<file path="src/pie_params.svh">
`ifndef PIE_PARAMS_SVH
`define PIE_PARAMS_SVH

// register byte offsets on the APB side
`define PIE_OFS_ENABLE_FIVE  12'h000
`define PIE_OFS_FLAG_SIX     12'h004
`define PIE_OFS_GLOBAL_CTRL  12'h008
`define PIE_OFS_EVT_STATUS   12'h00C
`define PIE_OFS_EVT_MASK     12'h010
`define PIE_OFS_CC_MODE      12'h014
`define PIE_OFS_REQ_STATUS   12'h018

// enable register fields
`define PIE_EN_LC_LSB        4
`define PIE_EN_LC_MSB        7
`define PIE_EN_TG_BIT        0
`define PIE_EN_IMPL_MASK     8'hF1

// flag register fields
`define PIE_FL_CC1_BIT       0
`define PIE_FL_CC2_BIT       1
`define PIE_FL_IMPL_MASK     8'h03

// global control fields
`define PIE_GC_PERIPH_BIT    0
`define PIE_GC_GLOBAL_BIT    1

// event status and mask fields
`define PIE_EV_CC1_BIT       0
`define PIE_EV_CC2_BIT       1
`define PIE_EV_REQ_BIT       2
`define PIE_EV_WIDTH         3

// capture/compare mode register fields
`define PIE_MD_CC1_LSB       0
`define PIE_MD_CC2_LSB       2

// reset values
`define PIE_RST_ENABLE_FIVE  8'h00
`define PIE_RST_FLAG_SIX     8'h00
`define PIE_RST_GLOBAL_CTRL  2'h0
`define PIE_RST_EVT          3'h0
`define PIE_RST_CC_MODE      4'h0

`endif

</file>
<file path="src/pie_pkg.sv">
package pie_pkg;

  // mode of one capture/compare unit; decides which event sets its flag
  typedef enum logic [1:0] {
    PIE_CC_OFF     = 2'b00,
    PIE_CC_CAPTURE = 2'b01,
    PIE_CC_COMPARE = 2'b10,
    PIE_CC_PWM     = 2'b11
  } pie_cc_mode_t;

  typedef logic [7:0] pie_byte_t;

endpackage

</file>
<file path="src/pie_irq_bank.sv">
// The APB register port and the register offsets were left to the implementer.
`include "pie_params.svh"

module pie_irq_bank (
  // clock and reset
  input  wire logic        clk,
  input  wire logic        rst_n,
  // apb slave
  input  wire logic [11:0] paddr,
  input  wire logic        psel,
  input  wire logic        penable,
  input  wire logic        pwrite,
  input  wire logic [31:0] pwdata,
  input  wire logic [3:0]  pstrb,
  output logic [31:0]      prdata,
  output logic             pready,
  output logic             pslverr,
  // flags of other sources gated by the enable register
  input  wire logic [3:0]  logic_cell_irq_flag,
  input  wire logic        timer_gate_irq_flag,
  // enables of the capture/compare flags, held elsewhere
  input  wire logic [1:0]  capcomp_irq_enable,
  // capture/compare unit one events
  input  wire logic        capcomp_one_capture,
  input  wire logic        capcomp_one_match,
  input  wire logic        capcomp_one_trail,
  // capture/compare unit two events
  input  wire logic        capcomp_two_capture,
  input  wire logic        capcomp_two_match,
  input  wire logic        capcomp_two_trail,
  // requests toward the core
  output logic             peripheral_irq_req,
  output logic             core_irq_req,
  // register views for neighbouring logic
  output logic [3:0]       logic_cell_irq_enable,
  output logic             timer_gate_irq_enable,
  output logic             capcomp_two_irq_flag,
  output logic             capcomp_one_irq_flag,
  // summary interrupt of the event status register
  output logic             irq
);

  import pie_pkg::*;

  //////////////////////////////////////////////////////////////////////
  // bus decode

  function automatic logic sel_is(input logic [11:0] addr,
                                  input logic [11:0] ofs);
    sel_is = (addr == ofs);
  endfunction

  // pick the event that sets a unit's flag for its current mode
  function automatic logic cc_event(input pie_cc_mode_t mode,
                                    input logic cap,
                                    input logic cmp,
                                    input logic trail);
    logic ev;
    ev = 1'b0;
    unique case (mode)
      PIE_CC_OFF:     ev = 1'b0;
      PIE_CC_CAPTURE: ev = cap;
      PIE_CC_COMPARE: ev = cmp;
      PIE_CC_PWM:     ev = trail;
    endcase
    cc_event = ev;
  endfunction

  logic       acc;
  logic       setup;
  logic       wr;
  logic       lane0;
  logic       hit_en;
  logic       hit_fl;
  logic       hit_gc;
  logic       hit_st;
  logic       hit_mk;
  logic       hit_md;
  logic       hit_rq;
  logic       mapped;
  pie_byte_t  wbyte;

  assign acc    = psel & penable;
  assign setup  = psel & ~penable;
  assign lane0  = pstrb[0];
  assign wr     = acc & pwrite & lane0;
  assign wbyte  = pwdata[7:0];

  assign hit_en = sel_is(paddr, `PIE_OFS_ENABLE_FIVE);
  assign hit_fl = sel_is(paddr, `PIE_OFS_FLAG_SIX);
  assign hit_gc = sel_is(paddr, `PIE_OFS_GLOBAL_CTRL);
  assign hit_st = sel_is(paddr, `PIE_OFS_EVT_STATUS);
  assign hit_mk = sel_is(paddr, `PIE_OFS_EVT_MASK);
  assign hit_md = sel_is(paddr, `PIE_OFS_CC_MODE);
  assign hit_rq = sel_is(paddr, `PIE_OFS_REQ_STATUS);
  assign mapped = hit_en | hit_fl | hit_gc | hit_st | hit_mk | hit_md | hit_rq;

  // zero wait states; read data is caught in the setup cycle
  assign pready  = 1'b1;
  assign pslverr = acc & ~mapped;

  //////////////////////////////////////////////////////////////////////
  // enable, global control and mode registers

  pie_byte_t   enable_q;
  pie_byte_t   enable_d;
  logic [1:0]  gctrl_q;
  logic [1:0]  gctrl_d;
  logic [3:0]  mode_q;
  logic [3:0]  mode_d;
  logic [`PIE_EV_WIDTH-1:0] mask_q;
  logic [`PIE_EV_WIDTH-1:0] mask_d;

  always_comb begin
    enable_d = enable_q;
    gctrl_d  = gctrl_q;
    mode_d   = mode_q;
    mask_d   = mask_q;
    if (wr && hit_en) begin
      // unimplemented positions are never stored
      enable_d = wbyte & `PIE_EN_IMPL_MASK;
    end
    if (wr && hit_gc) begin
      gctrl_d = wbyte[1:0];
    end
    if (wr && hit_md) begin
      mode_d = wbyte[3:0];
    end
    if (wr && hit_mk) begin
      mask_d = wbyte[`PIE_EV_WIDTH-1:0];
    end
  end

  always_ff @(posedge clk or negedge rst_n) begin
    if (!rst_n) begin
      enable_q <= `PIE_RST_ENABLE_FIVE;
      gctrl_q  <= `PIE_RST_GLOBAL_CTRL;
      mode_q   <= `PIE_RST_CC_MODE;
      mask_q   <= `PIE_RST_EVT;
    end else begin
      enable_q <= enable_d;
      gctrl_q  <= gctrl_d;
      mode_q   <= mode_d;
      mask_q   <= mask_d;
    end
  end

  //////////////////////////////////////////////////////////////////////
  // capture/compare flags

  pie_cc_mode_t mode_one;
  pie_cc_mode_t mode_two;
  logic [1:0]   cc_set;
  logic [1:0]   cc_flag;
  logic         fl_write;

  assign mode_one = pie_cc_mode_t'(mode_q[`PIE_MD_CC1_LSB +: 2]);
  assign mode_two = pie_cc_mode_t'(mode_q[`PIE_MD_CC2_LSB +: 2]);

  // flags follow their event alone, never any enable
  assign cc_set[`PIE_FL_CC1_BIT] = cc_event(mode_one, capcomp_one_capture,
                                            capcomp_one_match,
                                            capcomp_one_trail);
  assign cc_set[`PIE_FL_CC2_BIT] = cc_event(mode_two, capcomp_two_capture,
                                            capcomp_two_match,
                                            capcomp_two_trail);

  assign fl_write = wr & hit_fl;

  // writing 1 sets a flag as the core may; writing 0 is the only clear
  for (genvar i = 0; i < 2; i++) begin : g_cc
    pie_flag_cell u_flag (
      .clk      (clk),
      .rst_n    (rst_n),
      .hw_set   (cc_set[i]),
      .sw_write (fl_write),
      .sw_value (wbyte[i]),
      .flag     (cc_flag[i])
    );
  end

  //////////////////////////////////////////////////////////////////////
  // request toward the core

  logic any_req;
  logic preq_q;
  logic preq_d;
  logic creq_q;
  logic creq_d;

  // a request lasts as long as flag, enable and the global control bits gating it all stay set
  assign any_req =
      (|(logic_cell_irq_flag & enable_q[`PIE_EN_LC_MSB:`PIE_EN_LC_LSB]))
    | (timer_gate_irq_flag & enable_q[`PIE_EN_TG_BIT])
    | (|(cc_flag & capcomp_irq_enable));

  always_comb begin
    preq_d = any_req & gctrl_q[`PIE_GC_PERIPH_BIT];
    creq_d = preq_d & gctrl_q[`PIE_GC_GLOBAL_BIT];
  end

  always_ff @(posedge clk or negedge rst_n) begin
    if (!rst_n) begin
      preq_q <= 1'b0;
      creq_q <= 1'b0;
    end else begin
      preq_q <= preq_d;
      creq_q <= creq_d;
    end
  end

  //////////////////////////////////////////////////////////////////////
  // event status, write one to clear

  logic [`PIE_EV_WIDTH-1:0] ev_set;
  logic [`PIE_EV_WIDTH-1:0] ev_stat;
  logic                     st_write;

  assign ev_set[`PIE_EV_CC1_BIT] = cc_set[`PIE_FL_CC1_BIT];
  assign ev_set[`PIE_EV_CC2_BIT] = cc_set[`PIE_FL_CC2_BIT];
  assign ev_set[`PIE_EV_REQ_BIT] = preq_d & ~preq_q;
  assign st_write = wr & hit_st;

  for (genvar j = 0; j < `PIE_EV_WIDTH; j++) begin : g_ev
    pie_flag_cell u_stat (
      .clk      (clk),
      .rst_n    (rst_n),
      .hw_set   (ev_set[j]),
      .sw_write (st_write & wbyte[j]),
      .sw_value (1'b0),
      .flag     (ev_stat[j])
    );
  end

  logic irq_q;
  logic irq_d;

  always_comb begin
    irq_d = |(ev_stat & mask_q);
  end

  always_ff @(posedge clk or negedge rst_n) begin
    if (!rst_n) begin
      irq_q <= 1'b0;
    end else begin
      irq_q <= irq_d;
    end
  end

  //////////////////////////////////////////////////////////////////////
  // read path

  pie_byte_t rbyte;
  logic [31:0] prdata_q;
  logic [31:0] prdata_d;

  // reserved bits come out as zero by construction
  always_comb begin
    rbyte = 8'h00;
    unique case (1'b1)
      hit_en:  rbyte = enable_q & `PIE_EN_IMPL_MASK;
      hit_fl:  rbyte = {6'h00, cc_flag};
      hit_gc:  rbyte = {6'h00, gctrl_q};
      hit_st:  rbyte = {5'h00, ev_stat};
      hit_mk:  rbyte = {5'h00, mask_q};
      hit_md:  rbyte = {4'h0, mode_q};
      hit_rq:  rbyte = {6'h00, creq_q, preq_q};
      default: rbyte = 8'h00;
    endcase
  end

  always_comb begin
    prdata_d = prdata_q;
    if (setup && !pwrite) begin
      prdata_d = {24'h000000, rbyte};
    end
  end

  always_ff @(posedge clk or negedge rst_n) begin
    if (!rst_n) begin
      prdata_q <= 32'h00000000;
    end else begin
      prdata_q <= prdata_d;
    end
  end

  //////////////////////////////////////////////////////////////////////
  // outputs

  assign prdata                = prdata_q;
  assign peripheral_irq_req    = preq_q;
  assign core_irq_req          = creq_q;
  assign logic_cell_irq_enable = enable_q[`PIE_EN_LC_MSB:`PIE_EN_LC_LSB];
  assign timer_gate_irq_enable = enable_q[`PIE_EN_TG_BIT];
  assign capcomp_one_irq_flag  = cc_flag[`PIE_FL_CC1_BIT];
  assign capcomp_two_irq_flag  = cc_flag[`PIE_FL_CC2_BIT];
  assign irq                   = irq_q;

endmodule

</file>
<file path="src/pie_flag_cell.sv">
module pie_flag_cell (
  // clock and reset
  input  wire logic clk,
  input  wire logic rst_n,
  // hardware side
  input  wire logic hw_set,
  // software side
  input  wire logic sw_write,
  input  wire logic sw_value,
  // state
  output logic      flag
);

  logic flag_q;
  logic flag_d;

  always_comb begin
    flag_d = flag_q;
    if (sw_write) begin
      flag_d = sw_value;
    end
    // a set arriving with a clear is kept
    if (hw_set) begin
      flag_d = 1'b1;
    end
  end

  always_ff @(posedge clk or negedge rst_n) begin
    if (!rst_n) begin
      flag_q <= 1'b0;
    end else begin
      flag_q <= flag_d;
    end
  end

  assign flag = flag_q;

endmodule

</file>
<file path="config.mk">
export PLATFORM = sky130hd
export DESIGN_NAME = pie_irq_bank
export DESIGN_NICKNAME = d
export VERILOG_FILES = /design/src/pie_pkg.sv /design/src/pie_irq_bank.sv /design/src/pie_flag_cell.sv
export VERILOG_INCLUDE_DIRS = /design/src
export SDC_FILE = /design/constraint.sdc
export NUM_CORES = 1
export LEC_CHECK = 0
export CORE_AREA = 5 5 71 89
export CTS_CLUSTER_SIZE = 14
export DETAILED_ROUTE_END_ITERATION = 7
export DIE_AREA = 0 0 76 94
export DONT_BUFFER_PORTS = 1
export GPL_TIMING_DRIVEN = 0
export MAX_ROUTING_LAYER = met4
export PLACE_DENSITY = 0.48
export SYNTH_ARGS = -nofsm -noshare
export SYNTH_HDL_FRONTEND = slang
export SYNTH_SLANG_ARGS = --single-unit
</file>
<file path="constraint.sdc">
create_clock -name clk -period 1.95 [get_ports clk]
set_clock_uncertainty 0.15 [all_clocks]
set_input_delay 0.2925 -clock clk [delete_from_list [all_inputs] [get_ports clk]]
set_output_delay 0.2925 -clock clk [all_outputs]
set_load 0.05 [all_outputs]
</file>
==> Yosys cells after proc, flatten, opt, wreduce, memory -nomap -nowiden <==
Index checks and enable logic that the tools add are counted.
{ "word_totals": {"register_bits": 30, "input_bits": 66, "out_inout_bits": 44, "word_cells": 83} }
{ "classes": {"eq_ne": 12, "mux": 13, "bitwise": 28, "reduce_logical": 17} }
{ "op_table": {"columns": ["op", "count"], "rows": [
  ["8-bit one-hot mux with 7 select lines", 1],
  ["12-bit by 5-bit == test with 1-bit output (second input constant)", 3],
  ["12-bit by 4-bit == test with 1-bit output (second input constant)", 2],
  ["1-bit bitwise AND", 14],
  ["12-bit by 3-bit == test with 1-bit output (second input constant)", 1],
  ["12-bit zero test", 1],
  ["1-bit 2-to-1 mux", 10],
  ["2-bit nonzero test", 5],
  ["2-bit == test (second input constant)", 4],
  ["1-bit OR", 8],
  ["1-bit one-hot mux with 4 select lines", 2],
  ["1-bit logical AND", 5],
  ["4-bit bitwise AND", 1],
  ["2-bit by 1-bit == test with 1-bit output (second input constant)", 2],
  ["2-bit zero test", 2],
  ["4-bit OR reduction", 1],
  ["3-bit bitwise AND", 1],
  ["1-bit inverter", 3],
  ["3-bit OR reduction", 1],
  ["2-bit bitwise AND", 1],
  ["2-bit OR reduction", 1],
  ["1-bit zero test", 1]
]} }

==> Longest topological paths before layout <==
{ "logic_depth": {"depth_word": 9, "mapped_depth": 6, "depth_no_buf": 4} }

==> Modules after synthesis <==
From an unflattened synthesis, not the netlist that was laid out.
{ "unflattened": {"hier_cells": 152, "hier_area_um2": 1689.1} }
{ "modules_own_cells": {"columns": ["mod", "n_inst", "cells_per_inst", "area_each_um2"], "rows": [
  ["pie_irq_bank", 1, 137, 1488.9],
  ["pie_flag_cell", 5, 3, 40.0]
]} }

==> Least setup slack after synthesis <==
No wires, ideal clock.
{ "synth_path": {"kind": "input to output", "start": "input paddr[2]", "end": "output pslverr", "t_arrival_ps": 1882, "required_time_ps": 1507, "path_slack_ps": -375, "stages": 4, "cell_sequence": "clkbuf_1 > clkbuf_1 > nand3_1 > a21oi_1"} }
{ "synth_via": {"elab_chain_cells": 9} }
{ "synth_lines": {"columns": ["item", "line_no", "source"], "rows": [
  ["start, declared", "pie_irq_bank.sv:9", "input wire logic [11:0] paddr,"],
  ["12-bit by 3-bit == test with 1-bit output / 12-bit zero test (equally long branches)", "pie_irq_bank.sv:50", "sel_is = (addr == ofs);"],
  ["1-bit OR (5 in a row)", "pie_irq_bank.sv:96", "assign mapped = hit_en | hit_fl | hit_gc | hit_st | hit_mk | hit_md | hit_rq;"],
  ["1-bit OR *", "pie_irq_bank.sv:96", null],
  ["1-bit inverter *", "pie_irq_bank.sv:100", "assign pslverr = acc & ~mapped;"],
  ["1-bit bitwise AND *", "pie_irq_bank.sv:100", null],
  ["end, declared", "pie_irq_bank.sv:17", "output logic pslverr,"]
]} }
Every way passes the cells marked *; elsewhere a longest branch is shown, timed or not.

==> Final worst setup path <==
{ "layout_path": {"start": "register enable_q[5]", "end": "register creq_q (netlist: core_irq_req)"} }
{ "layout_via": {"elab_chain_cells": 6} }
{ "layout_lines": {"columns": ["item", "line_no", "source"], "rows": [
  ["start, declared", "pie_irq_bank.sv:105", "pie_byte_t enable_q;"],
  ["start signal, assigned", "pie_irq_bank.sv:136", "enable_q <= `PIE_RST_ENABLE_FIVE;"],
  ["start signal, assigned", "pie_irq_bank.sv:141", "enable_q <= enable_d;"],
  ["4-bit bitwise AND", "pie_irq_bank.sv:193", "(|(logic_cell_irq_flag & enable_q[`PIE_EN_LC_MSB:`PIE_EN_LC_LSB]))"],
  ["4-bit OR reduction", "pie_irq_bank.sv:193", null],
  ["1-bit OR (2 in a row)", "pie_irq_bank.sv:193", null],
  ["1-bit bitwise AND", "pie_irq_bank.sv:198", "preq_d = any_req & gctrl_q[`PIE_GC_PERIPH_BIT];"],
  ["via preq_d", "pie_irq_bank.sv:187", "logic preq_d;"],
  ["1-bit bitwise AND", "pie_irq_bank.sv:199", "creq_d = preq_d & gctrl_q[`PIE_GC_GLOBAL_BIT];"],
  ["via creq_d", "pie_irq_bank.sv:189", "logic creq_d;"],
  ["end signal, assigned", "pie_irq_bank.sv:208", "creq_q <= creq_d;"],
  ["end, declared", "pie_irq_bank.sv:188", "logic creq_q;"]
]} }
The timed path passes the listed nets, and every way through them passes these cells.
A chain may end at the register's enable or synchronous reset.

==> results_dict.tcl <==
set metrics [dict create \
    dp_slack_ns -0.244 \
    htreeDepth 2 \
    antenna_found_initial 0 \
    initial_core_util_pct 33.5 \
    grt_first_pass_wirelength_um 7210 \
    async_flop_share_pct 100 \
    clk_pin_slew_ns 0.06 \
    port_buffers 0 \
    ys_types 41 \
    yosysSeqAreaShare_pct 41.7 \
    dieWidth_um 76 \
    slowest_stage "dfrtp_1" \
    cp_num_buf_inv 0 \
    arrival_ns 1.83 \
    wl_per_cell_um 17.1 \
    first_iter_violations 101 \
    final_nets 272 \
    cts_buffer_depth 2 \
    antenna-diode-count 0 \
    synth_seq_cells 30 \
    synthCells 169 \
    startpoint_type "register" \
    first_pass_iters 4 \
    fin_tns_setup_ns 0 \
    drv_cap 0 \
    finalSetupViolCount 0 \
    track_usage_pct 13.0 \
    worstSetupPathType "register to register" \
    grt_max_degree 31 \
    p_per_area_nw_per_um2 674 \
    drv_slew 0 \
    total_power_mw 1.47 \
    insertion_delay_ns 0.28 \
    core_area_um2 5370 \
    final_area_um2 2180 \
    min_period_ns 1.82 \
    first_global_vias 1317 \
    cts_tree "yes" \
    worst_slack_ns 0.130 \
    io_pins 110 \
    fmax_ghz 0.550 \
    syn_area_per_cell_um2 10.6 \
    fin_crit_sh_pct 93.3 \
    seq_area_um2 752 \
    tightest_slew_ns 0.626 \
    postRouteAntennaNets 0 \
    rows 30 \
    fin_hold_ws_ns 0.0107 \
    cts_root_buf "clkbuf_8" \
    placed_cell_area_um2 1980 \
    relSlewSlack_pct 58.3 \
    worstPathCellList "a222oi_1 -> a31oi_1 -> and2_1" \
    critical-path-max-stage-delay_ns 0.59 \
    hold_violations 0 \
    dp.final_hpwl_um 3590 \
    worstPathMaxFanout 4 \
    routabilityCongestion 0.825 \
    fillers 546 \
    dieArea_um2 7140 \
    vias 1347 \
    irDropWorstVdd_v 0.000381 \
    cp-end-kind "register" \
    cts_sinks 30 \
    leakagePower_nw 1.05 \
    grt_overflow 0 \
    syn_area_um2 1800 \
    outcome "completed" \
    wl_um 4630 \
    cts_buffers 5 \
    synth-main-ff-cell "dfrtp_1" \
    drc 0 \
    crit_required_ns 1.96 \
    fp.dieH_um 94 \
    vias_per_cell 4.97 \
    ys_warn_count 0 \
    hold_path.class "input port to register" \
    grt_setup_unrepaired "false" \
    cts_setup_buffers 0 \
    synth_edf_count 0 \
    syn2layout_area_growth_pct 21.2 \
    critPathTopFamily "compound AO/OA/AOI/OAI gates" \
    multi_input_area_um2 923 \
    drive_gt1_share_pct 29.5 \
]
## worst reg2reg max path: stages (launching register included)
cell and delay, ns:
dfrtp_1 0.59, a222oi_1 0.55, a31oi_1 0.22, and2_1 0.20
## power by group
group / total [mW] / leakage [nW] / internal (mW) / switching [mW]
logic: 0.232 / 0.571 / 0.0679 / 0.164
registers: 0.629 / 0.418 / 0.624 / 0.00534
clock network: 0.609 / 0.0579 / 0.376 / 0.234
total: 1.47 / 1.05 / 1.07 / 0.403
## through the flow
step,util [%],std cells
after detailed placement,36.8,256
after CTS,40.0,268
after global placement,36.8,256
after floorplan,-,192
final,40.6,271
after global routing,40.6,271
## cells in the final DEF, fill, tap and decap left out, types with 3 or more instances in the layout
cell,netlist,final
a21oi_1,5,4
a22o_1,4,4
buf_4,25,25
clkbuf_8,0,5
conb_1,2,25
dfrtp_1,30,29
dlygate4sd3_1,0,8
inv_1,3,3
mux2_1,4,4
mux2_2,7,7
mux2_4,5,5
mux2i_1,4,4
nand2_1,12,12
nand2b_1,4,4
nand3_1,7,7
nand3b_1,3,3
nand4_1,3,3
nor2_1,6,6
o21ai_0,8,8
o31ai_1,3,3
## area by class of cell
type                            instances  area share (%)
Timing Repair Buffer                    9            4.59
Clock inverter                          3            1.84
Multi-Input combinational cell        128            42.3
Inverter                                3           0.516
Clock buffer                            5            3.16
Tap cell                               64            3.67
Buffer                                 29            9.41
Sequential cell                        30            34.5
## worst paths after layout
| kind | slack, ns | cells after the start | from | to |
|---|---|---|---|---|
| min | 0.01 | 1 | pwdata[1] | gctrl_q[1] |
| max in group asynchronous | 1.17 | 2 | rst_n | g_cc[0].u_flag.flag |
| min in group asynchronous | 0.30 | 2 | rst_n | prdata[7] |
| max | 0.13 | 3 | enable_q[5] | core_irq_req |
| max reg2reg | 0.13 | 3 | enable_q[5] | core_irq_req |
| min reg2reg | 0.37 | 1 | gctrl_q[0] | gctrl_q[0] |
## cells in the mapped netlist, types with 4 or more instances
cell	count	share of area, %
o21ai_0	8	2.2
mux2_4	5	4.2
mux2_2	7	4.4
a21oi_1	5	1.4
a22o_1	4	1.9
mux2_1	4	2.5
mux2i_1	4	2.2
nand3_1	7	1.9
clkbuf_1	5	1.0
dfrtp_1	30	42
buf_4	25	10
nor2_1	6	1.3
nand2_1	12	2.5
nand2b_1	4	1.4
## state kept, by name, summed over array words and instances (netlist names), 2 cells and up
signal            flops
g_ev.u_stat.flag      3
gctrl_q               2
mode_q                4
prdata                8
g_cc.u_flag.flag      2
mask_q                3
enable_q              5
## repair_timing
| item | CTS | global route |
|---|---|---|
| endpoints found under the setup margin | 1 | 2 |
| resized for setup | 1 | 1 |
| pin swaps | 1 | 1 |
| gates cloned | 0 | 0 |
| endpoints found under the hold margin | 34 | 4 |
| hold buffers | 6 | 3 |
## layer usage
| layer | global-route usage, % | wire, µm |
|---|---|---|
| met5 | - | 0 |
| met4 | 2.97 | 40 |
| met3 | 4.61 | 380 |
| met2 | 20.5 | 2370 |
| met1 | 15.9 | 1840 |
## cells by family (layout without fill, tap and decap cells)
family	count (synthesis)	count (layout)	synth area share, %
mux	21	21	14.5
buf+inv	34	49	12.4
flops	30	30	41.7
other cells	2	25	0.417
simple gates	53	53	20.2
compound gates	29	29	10.8
No activity file was read; power rests on OpenSTA's default activity.
